## config.mk

```make
export PLATFORM = sky130hd
export DESIGN_NAME = kmb_keypad
export DESIGN_NICKNAME = d
export VERILOG_FILES = /design/src/rtl/kmb_pkg.sv /design/src/rtl/kmb_keypad.sv /design/src/rtl/kmb_key_fifo.sv
export SDC_FILE = /design/constraint.sdc
export NUM_CORES = 1
export LEC_CHECK = 0
export BUFFER_PORTS_ARGS = -buffer_cell sky130_fd_sc_hd__buf_4
export CAP_MARGIN = 20
export CORE_ASPECT_RATIO = 0.9
export CORE_MARGIN = 2
export CORE_UTILIZATION = 63
export CTS_BUF_LIST = sky130_fd_sc_hd__clkbuf_8 sky130_fd_sc_hd__clkbuf_16
export DETAILED_ROUTE_END_ITERATION = 10
export PLACE_DENSITY = 0.86
export SKIP_LAST_GASP = 1
export SYNTH_ARGS = -nofsm -noshare
export SYNTH_HDL_FRONTEND = slang
export SYNTH_SLANG_ARGS = --single-unit
```

## constraint.sdc

```tcl
create_clock -name core_clk -period 7.1 [get_ports core_clk]
set_clock_uncertainty 0.15 [all_clocks]
set_input_delay 1.065 -clock core_clk [delete_from_list [all_inputs] [get_ports core_clk]]
set_output_delay 1.065 -clock core_clk [all_outputs]
set_load 0.005 [all_outputs]
```

## src/rtl/kmb_pkg.sv

```systemverilog
/*
  Shared constants and carrier types for the keypad matrix key buffer.
  Assumes a 100 MHz core clock; the debounce and repeat counts derive from it.
*/
package kmb_pkg;

  // ---------------------------------------------------------------
  // Clock and timing
  // ---------------------------------------------------------------
  localparam int unsigned CLK_MHZ = 100;
  localparam int unsigned DEB_STEP_US = 6554;
  localparam int unsigned DEB_STEP_CYC = DEB_STEP_US * CLK_MHZ;
  localparam int unsigned RPT_DELAY_MS = 500;
  localparam int unsigned RPT_DELAY_CYC = RPT_DELAY_MS * 1000 * CLK_MHZ;
  localparam int unsigned RPT_RATE_MS = 200;
  localparam int unsigned RPT_RATE_CYC = RPT_RATE_MS * 1000 * CLK_MHZ;
  localparam int unsigned SCAN_SETTLE_CYC = 4;
  localparam logic [7:0] DEB_RESET_UNITS = 8'h08;

  // ---------------------------------------------------------------
  // Matrix and buffer
  // ---------------------------------------------------------------
  localparam int unsigned ROWS = 5;
  localparam int unsigned COLS = 5;
  localparam int unsigned BUF_DEPTH = 10;
  localparam logic [7:0] KEY_FIRST = 8'h41;
  localparam logic [7:0] RELEASE_OFS = 8'h20;
  localparam logic [7:0] EMPTY_CODE = 8'h00;
  localparam int unsigned MORE_BIT = 7;

  // ---------------------------------------------------------------
  // Command bytes
  // ---------------------------------------------------------------
  localparam logic [7:0] CMD_PREFIX = 8'hfe;
  localparam logic [7:0] CMD_RPT_ON = 8'h7e;
  localparam logic [7:0] CMD_RPT_OFF = 8'h60;
  localparam logic [7:0] CMD_AUTO_ON = 8'h41;
  localparam logic [7:0] CMD_AUTO_OFF = 8'h4f;
  localparam logic [7:0] CMD_CLEAR = 8'h45;
  localparam logic [7:0] CMD_POLL = 8'h26;
  localparam logic [7:0] CMD_DEBOUNCE = 8'h55;

  typedef enum logic [1:0] {KMB_RPT_OFF, KMB_RPT_RESEND, KMB_RPT_UPDOWN} kmb_rpt_t;

  // Byte with strobe
  typedef struct packed {
    logic valid;
    logic [7:0] data;
  } kmb_byte_t;

endpackage

```

## src/rtl/kmb_keypad.sv

```systemverilog
/*
  Keypad front end: event-driven 5x5 matrix scan, debounce, key coding,
  auto-repeat, ten-entry buffer, command decoding and read answers.
  Assumes a byte-level serial receiver and transmitter outside, and a
  two-wire bus slave outside that raises bus_rd when the module is read
  at base address plus one and takes bus_data the cycle after that request.
*/
`timescale 1ns/1ps
`default_nettype none
module kmb_keypad #(
  parameter int unsigned DEB_STEP = kmb_pkg::DEB_STEP_CYC,
  parameter int unsigned RPT_DELAY = kmb_pkg::RPT_DELAY_CYC,
  parameter int unsigned RPT_RATE = kmb_pkg::RPT_RATE_CYC
) (
  input wire logic core_clk,
  input wire logic rst,
  input wire logic [4:0] row_in,
  output logic [4:0] col_drive,
  input wire kmb_pkg::kmb_byte_t rx,
  output kmb_pkg::kmb_byte_t tx,
  input wire logic tx_ready,
  input wire logic bus_sel,
  input wire logic bus_rd,
  output logic [7:0] bus_data,
  output logic polled_mode,
  output logic [3:0] key_count
);
  import kmb_pkg::*;

  typedef enum logic [2:0] {S_IDLE, S_DEB, S_SCAN, S_HELD, S_REL} kmb_scan_t;
  typedef enum logic [1:0] {C_IDLE, C_PFX, C_RPT, C_DEB} kmb_cmd_t;

  // ---------------------------------------------------------------
  // Row input synchroniser
  // ---------------------------------------------------------------
  logic [4:0] row_s1_r;
  logic [4:0] row_s2_r;
  logic [4:0] row_s3_r;
  logic [4:0] row_r;

  always_ff @(posedge core_clk or posedge rst) begin
    if (rst) begin
      row_s1_r <= 5'h0;
      row_s2_r <= 5'h0;
      row_s3_r <= 5'h0;
      row_r <= 5'h0;
    end else begin
      row_s1_r <= row_in;
      row_s2_r <= row_s1_r;
      row_s3_r <= row_s2_r;
      if (row_s2_r == row_s3_r) begin
        row_r <= row_s3_r;
      end
    end
  end

  // ---------------------------------------------------------------
  // Command decoder and mode state
  // ---------------------------------------------------------------
  kmb_cmd_t cst_r;
  kmb_rpt_t rpt_r;
  logic auto_r;
  logic [7:0] deb_units_r;
  logic clr_cmd;
  logic poll_cmd;

  wire rxv = rx.valid;
  wire [7:0] rxd = rx.data;
  assign clr_cmd = rxv && (cst_r == C_PFX) && (rxd == CMD_CLEAR);
  assign poll_cmd = rxv && (cst_r == C_PFX) && (rxd == CMD_POLL);

  always_ff @(posedge core_clk or posedge rst) begin
    if (rst) begin
      cst_r <= C_IDLE;
      rpt_r <= KMB_RPT_OFF;
      auto_r <= 1'b1;
      deb_units_r <= DEB_RESET_UNITS;
    end else if (rxv) begin
      case (cst_r)
        C_IDLE: begin
          cst_r <= (rxd == CMD_PREFIX) ? C_PFX : C_IDLE;
        end
        C_PFX: begin
          cst_r <= C_IDLE;
          if (rxd == CMD_RPT_ON) begin
            cst_r <= C_RPT;
          end else if (rxd == CMD_RPT_OFF) begin
            rpt_r <= KMB_RPT_OFF;
          end else if (rxd == CMD_AUTO_ON) begin
            auto_r <= 1'b1;
          end else if (rxd == CMD_AUTO_OFF) begin
            auto_r <= 1'b0;
          end else if (rxd == CMD_DEBOUNCE) begin
            cst_r <= C_DEB;
          end else if (rxd == CMD_PREFIX) begin
            cst_r <= C_PFX;
          end
        end
        C_RPT: begin
          cst_r <= C_IDLE;
          rpt_r <= (rxd == 8'h00) ? KMB_RPT_RESEND : KMB_RPT_UPDOWN;
        end
        default: begin
          cst_r <= C_IDLE;
          deb_units_r <= rxd;
        end
      endcase
    end
  end

  // ---------------------------------------------------------------
  // Scan, debounce and key events
  // ---------------------------------------------------------------
  kmb_scan_t sst_r;
  logic [31:0] tmr_r;
  logic [2:0] col_r;
  logic [2:0] hit_row_r;
  logic [2:0] hit_col_r;
  logic [4:0] col_drive_r;
  logic ev_r;
  logic [7:0] ev_code_r;
  logic rpt_phase_r;

  wire any_row = |row_r;
  wire [31:0] deb_cycles = 32'(deb_units_r) * 32'(DEB_STEP);

  function automatic logic [2:0] first_row(input logic [4:0] r);
    logic [2:0] i;
    i = 3'h0;
    for (int k = 4; k >= 0; k--) begin
      if (r[k]) begin
        i = 3'(k);
      end
    end
    return i;
  endfunction

  // Row-major key code
  wire [7:0] key_code = KEY_FIRST + 8'(hit_row_r) * 8'(COLS) + 8'(hit_col_r);
  wire held_key = row_r[hit_row_r];
  wire settled = (tmr_r == 32'(SCAN_SETTLE_CYC));
  wire resend_ok = (rpt_r == KMB_RPT_RESEND) && auto_r;
  // Press/release codes apply in up/down mode, and under resend when polled
  wire updown = (rpt_r == KMB_RPT_UPDOWN) || ((rpt_r == KMB_RPT_RESEND) && !auto_r);

  always_ff @(posedge core_clk or posedge rst) begin
    if (rst) begin
      sst_r <= S_IDLE;
      tmr_r <= 32'h0;
      col_r <= 3'h0;
      hit_row_r <= 3'h0;
      hit_col_r <= 3'h0;
      col_drive_r <= 5'h1f;
      ev_r <= 1'b0;
      ev_code_r <= 8'h00;
      rpt_phase_r <= 1'b0;
    end else begin
      ev_r <= 1'b0;
      tmr_r <= tmr_r + 32'h1;
      case (sst_r)
        S_IDLE: begin
          col_drive_r <= 5'h1f;
          tmr_r <= 32'h0;
          if (any_row) begin
            sst_r <= S_DEB;
          end
        end
        S_DEB: begin
          if (!any_row) begin
            sst_r <= S_IDLE;
          end else if (tmr_r >= deb_cycles) begin
            sst_r <= S_SCAN;
            col_r <= 3'h0;
            col_drive_r <= 5'h01;
            tmr_r <= 32'h0;
          end
        end
        S_SCAN: begin
          if (settled) begin
            tmr_r <= 32'h0;
            if (any_row) begin
              hit_row_r <= first_row(row_r);
              hit_col_r <= col_r;
              col_drive_r <= 5'(5'h01 << col_r);
              sst_r <= S_HELD;
              rpt_phase_r <= 1'b0;
              ev_r <= 1'b1;
              ev_code_r <= KEY_FIRST + 8'(first_row(row_r)) * 8'(COLS) + 8'(col_r);
            end else if (col_r == 3'(COLS - 1)) begin
              sst_r <= S_IDLE;
            end else begin
              col_r <= col_r + 3'h1;
              col_drive_r <= 5'(col_drive_r << 1);
            end
          end
        end
        S_HELD: begin
          if (!held_key) begin
            sst_r <= S_REL;
            tmr_r <= 32'h0;
            if (updown) begin
              ev_r <= 1'b1;
              ev_code_r <= key_code + RELEASE_OFS;
            end
          end else if (resend_ok) begin
            if (tmr_r >= (rpt_phase_r ? 32'(RPT_RATE) : 32'(RPT_DELAY))) begin
              tmr_r <= 32'h0;
              rpt_phase_r <= 1'b1;
              ev_r <= 1'b1;
              ev_code_r <= key_code;
            end
          end
        end
        default: begin
          col_drive_r <= 5'h1f;
          if (any_row) begin
            tmr_r <= 32'h0;
          end else if (tmr_r >= deb_cycles) begin
            sst_r <= S_IDLE;
          end
        end
      endcase
    end
  end

  // ---------------------------------------------------------------
  // Key buffer
  // ---------------------------------------------------------------
  logic [7:0] head;
  logic [3:0] cnt;
  logic fifo_rd;

  kmb_key_fifo #(.DEPTH(BUF_DEPTH)) u_fifo (
    .core_clk(core_clk),
    .rst(rst),
    .clr(clr_cmd),
    .wr(ev_r && !auto_r),
    .wr_data(ev_code_r),
    .rd(fifo_rd),
    .head(head),
    .count(cnt)
  );

  // Oldest code with more-flag, or zero when empty
  function automatic logic [7:0] answer(input logic [7:0] h, input logic [3:0] c);
    logic [7:0] a;
    a = (c == 4'h0) ? EMPTY_CODE : {1'b0, h[6:0]};
    a[MORE_BIT] = (c > 4'h1);
    return a;
  endfunction

  wire bus_take = bus_sel && bus_rd;
  wire [7:0] ans = answer(head, cnt);
  assign fifo_rd = bus_take || poll_cmd;

  // ---------------------------------------------------------------
  // Output registers
  // ---------------------------------------------------------------
  logic tx_pend_r;
  logic [7:0] tx_d_r;
  logic [7:0] bus_data_r;
  logic polled_r;
  logic [3:0] cnt_out_r;

  always_ff @(posedge core_clk or posedge rst) begin
    if (rst) begin
      tx_pend_r <= 1'b0;
      tx_d_r <= 8'h00;
      bus_data_r <= 8'h00;
      polled_r <= 1'b0;
      cnt_out_r <= 4'h0;
    end else begin
      polled_r <= !auto_r;
      cnt_out_r <= cnt;
      if (bus_take) begin
        bus_data_r <= ans;
      end
      if (poll_cmd) begin
        tx_pend_r <= 1'b1;
        tx_d_r <= ans;
      end else if (ev_r && auto_r) begin
        tx_pend_r <= 1'b1;
        tx_d_r <= ev_code_r;
      end else if (tx_ready) begin
        tx_pend_r <= 1'b0;
      end
    end
  end

  assign tx.valid = tx_pend_r;
  assign tx.data = tx_d_r;
  assign bus_data = bus_data_r;
  assign col_drive = col_drive_r;
  assign polled_mode = polled_r;
  assign key_count = cnt_out_r;

  // ---------------------------------------------------------------
  // Checks
  // ---------------------------------------------------------------
  a_empty_zero: assert property (@(posedge core_clk) disable iff (rst)
    bus_take && (cnt == 4'h0) |=> bus_data == 8'h00)
    else $error("empty read not zero");
  a_more_bit: assert property (@(posedge core_clk) disable iff (rst)
    bus_take && (cnt > 4'h1) |=> bus_data[7])
    else $error("more flag missing");
  a_last_bit: assert property (@(posedge core_clk) disable iff (rst)
    bus_take && (cnt == 4'h1) |=> !bus_data[7])
    else $error("last code has more flag");
  a_no_scan: assert property (@(posedge core_clk) disable iff (rst)
    (sst_r == S_IDLE) && !any_row |=> sst_r != S_SCAN)
    else $error("scan without press");
  a_auto_send: assert property (@(posedge core_clk) disable iff (rst)
    ev_r && auto_r && !poll_cmd |=> tx_pend_r && (tx_d_r == $past(ev_code_r)))
    else $error("key code not sent");
  a_poll_send: assert property (@(posedge core_clk) disable iff (rst)
    poll_cmd |=> tx_pend_r)
    else $error("poll answer not sent");
  a_clear_buf: assert property (@(posedge core_clk) disable iff (rst)
    clr_cmd |=> cnt == 4'h0)
    else $error("clear left entries");
  a_no_resend: assert property (@(posedge core_clk) disable iff (rst)
    (sst_r == S_HELD) && held_key && !auto_r |=> !ev_r)
    else $error("repeat while polled");
  a_rel_code: assert property (@(posedge core_clk) disable iff (rst)
    (sst_r == S_HELD) && !held_key && updown |=> ev_r && (ev_code_r == $past(key_code) + 8'h20))
    else $error("bad release code");
endmodule
`default_nettype wire

```

## src/rtl/kmb_key_fifo.sv

```systemverilog
/*
  Ten-entry key code buffer with drop-when-full and clear.
  Assumes one core clock; write and read strobes are single-cycle pulses.
*/
`timescale 1ns/1ps
`default_nettype none
module kmb_key_fifo #(
  parameter int unsigned DEPTH = kmb_pkg::BUF_DEPTH
) (
  input wire logic core_clk,
  input wire logic rst,
  input wire logic clr,
  input wire logic wr,
  input wire logic [7:0] wr_data,
  input wire logic rd,
  output logic [7:0] head,
  output logic [3:0] count
);
  import kmb_pkg::*;

  logic [7:0] mem [DEPTH];
  logic [3:0] wp_r;
  logic [3:0] rp_r;
  logic [3:0] cnt_r;
  wire do_wr = wr && (cnt_r != 4'(DEPTH));
  wire do_rd = rd && (cnt_r != 4'h0);

  function automatic logic [3:0] bump(input logic [3:0] p);
    return (p == 4'(DEPTH - 1)) ? 4'h0 : p + 4'h1;
  endfunction

  assign head = mem[rp_r];
  assign count = cnt_r;

  always_ff @(posedge core_clk) begin
    if (do_wr) begin
      mem[wp_r] <= wr_data;
    end
  end

  always_ff @(posedge core_clk or posedge rst) begin
    if (rst) begin
      wp_r <= 4'h0;
      rp_r <= 4'h0;
      cnt_r <= 4'h0;
    end else if (clr) begin
      wp_r <= 4'h0;
      rp_r <= 4'h0;
      cnt_r <= 4'h0;
    end else begin
      if (do_wr) begin
        wp_r <= bump(wp_r);
      end
      if (do_rd) begin
        rp_r <= bump(rp_r);
      end
      cnt_r <= cnt_r + {3'h0, do_wr} - {3'h0, do_rd};
    end
  end

  a_full_drop: assert property (@(posedge core_clk) disable iff (rst)
    (cnt_r == 4'(DEPTH)) && !rd && !clr |=> cnt_r == 4'(DEPTH))
    else $error("full buffer changed count without read");
endmodule
`default_nettype wire

```

==> results.toml <==
[floorplan]
num_io_pins = 46
die_area_um2 = 18100
die_x_um = 141
die_h_um = 128
coreArea_um2 = 16800
rows = 45
start_util_pct = 63.8

[yosys]
synth-compound-area-share_pct = 9.37
synth_top_family_by_area = "simple AND/OR/NAND/NOR gates"
synthesis.area_um2 = 10700
synth-edff-count = 70
syn_inst = 939
yosys_warnings = 0
synth_mux_area_share_pct = 6.53
synthArstFlopShare_pct = 64.3
synth_area_per_cell_um2 = 11.4
ys_seq_area_share_pct = 49.2
synth_xor_xnor_area_share_pct = 4.51
synth_ff_type = "dfrtp_1"
synthAdderAreaFrac_pct = 11.6
ys_seq_elements = 196
synth-simple-area-share_pct = 15.6
syn-num-nets = 1053
ys_types = 78

[routing]
via_per_inst = 6.07
wirelength_um = 21800
wl_per_cell_um = 18.2
first_pass_iters = 5
drtAntennaViolNets = 0
drtIter0Drc = 484
remaining_drc_errors = 0
dr_total_vias = 7293

[sta]
setup_viol = 0
worstMarginPinSlew_ns = 1.08
timing.final.crit_share_pct = 65.6
fin_setup_tns_ns = 0
slew_headroom_pct = 27.7
max_freq_mhz = 215
slew_violations = 0
fin_ws_ns = 2.44
fin_crit_ns = 4.66
hold_violations = 0
rsz0062_at_grt = "false"

[clock_network]
numCtsBuffers = 17
cts_resized = 0
cts_setup_buffers = 0
htreeDepth = 4
cts-root-buf = "clkbuf_16"
cts_tree = "done"
cts_sinks = 196
path_clk_slew_ns = 0.07
cts_buffer_depth = 2
cts_hold_buf = 0
clk_latency_ns = 0.44

[power]
p_total_w = 0.00343
leakage_nw = 5.15
ir_drop_mv = 0.191
power_density_nw_per_um2 = 292

[worst_setup_path]
startpoint_type = "flip-flop"
r2r-start = "deb_units_r[5]"
worst-path-max-fanout = 32
crit_arrival_ns = 4.87
worst-setup-path-type = "flip-flop to flip-flop"
end_kind = "flip-flop"
crit_start = "deb_units_r[5]"
critPathRequiredTime_ns = 7.31

[grt]
grt_pass1_vias = 7358
grt_antenna_before_repair = 0
grt_pass1_wl_um = 36700
grt_util_all_layers_pct = 25.8
grt_max_degree = 71
grt_overflow = 0

[min_path]
hp-start = "row_s1_r[4]"
hold_path_class = "flip-flop to flip-flop"

[finish]
final_common_cell = "dfrtp_1"
n_antenna_cell = 0
final_area_um2 = 11800
area_growth_pct = 9.81
final_cell_mix = "119 x dfrtp_1, 89 x ha_1, 81 x nand2_1"
drive_gt1_share_pct = 16.8
final_nets = 1091
utilization_pct = 70.1

[placed_design]
pre_cts_slack_ns = 2.48
hpwlAfterDp_um = 15200
place_area_um2 = 11200
port_buffers = 45
gp_congestion = 0.935

[job]
max-cap-violations = 0

[run_status]
status = "finished, final reports clean"
[flip-flops by register name, summed over array words and instances (netlist names), 8 cells and up]
signal and flops:
u_fifo.mem 70, tmr_r 32, bus_data 8, deb_units_r 8, ev_code_r 8, tx_d_r 8
[worst max-delay path: stages (launching register included)]
cell and delay, ns:
dfrtp_1 0.42, ha_1 0.31, ha_1 0.20, ha_1 0.27, ha_1 0.37, a21o_1 0.22
a41oi_2 0.36, nor2b_1 0.08, o21ai_0 0.18, ha_1 0.26, nand3_1 0.13, nor4_1 0.10
a221oi_1 0.32, nand3_2 0.15, a211oi_4 0.47, o21ai_4 0.10, buf_4 0.30, nor2_2 0.19
[final timing paths]
kind                                   to  cells past startpoint  slack, ns
setup / recovery                 tmr_r[2]                     17       2.44
hold / removal                row_s2_r[4]                      0       0.20
setup reg to reg                 tmr_r[2]                     17       2.44
hold reg to reg               row_s2_r[4]                      0       0.20
max in group asynchronous     row_s3_r[3]                      3       4.89
min in group asynchronous  deb_units_r[4]                      2       0.59
[area by class of cell]
| class | count | area (um^2) |
|---|---|---|
| repair buffers | 50 | 375 |
| inverters | 53 | 201 |
| flip-flops and latches | 196 | 5260 |
| clock inverters | 13 | 104 |
| fillers | 1151 | 5020 |
| well taps | 211 | 264 |
| clock buffers | 19 | 453 |
| multi-input cells | 659 | 5090 |
[cell usage after synthesis (all sizes together) (7+ instances only)]
| cell | instances | area [um^2] |
|---|---|---|
| a211oi | 13 | 110 |
| a21o | 8 | 60.1 |
| a21oi | 40 | 200 |
| a31oi | 7 | 50.1 |
| and3 | 18 | 113 |
| buf | 9 | 65.1 |
| clkbuf | 22 | 83.8 |
| dfrtp | 119 | 2980 |
| dfstp | 7 | 184 |
| edfxtp | 70 | 2100 |
| ha | 89 | 1110 |
| inv | 53 | 199 |
| mux2 | 22 | 251 |
| mux2i | 11 | 110 |
| mux4 | 15 | 338 |
| nand2 | 81 | 304 |
| nand2b | 12 | 75.1 |
| nand3 | 26 | 135 |
| nand4 | 11 | 68.8 |
| nor2 | 81 | 382 |
| nor2b | 19 | 119 |
| nor3 | 14 | 70.1 |
| nor4 | 14 | 103 |
| o211ai | 14 | 105 |
| o21ai | 37 | 200 |
| xnor2 | 24 | 210 |
| xor2 | 26 | 228 |
[routing by layer]
metal / vias to the layer above / part of all wire, % / global-route usage (%)
met5: - / 0 / 0
met4: 0 / 1.6 / 7.59
met3: 42 / 4.7 / 5.27
met2: 209 / 49 / 43.0
met1: 3574 / 45 / 34.6
li1: 3468 / - / -
[cell families after synthesis]
kind of cell	Yosys count
adders and majority gates	96
xor gates and xnor gates	52
buffers and inverters	84
muxes	48
and+or+nand+nor	312
AOI/OAI and AO/OA	151
DFF	196
[stage by stage]
stage | cells | hold WS [ns]
final | 1201 | 0.199
after global routing | 1201 | 0.209
after CTS | 1201 | 0.202
after detailed placement | 1169 | 0.186
after global placement | 1169 | 0.183
after floorplan | 939 | 0.181
[report_power, final]
group,switching [W],total [W],internal [W]
registers,0.000204,0.00156,0.00136
clock network,0.000437,0.000911,0.000474
logic,0.000511,0.000959,0.000448
total,0.00115,0.00343,0.00228
Power figures use the tool's default switching activity.
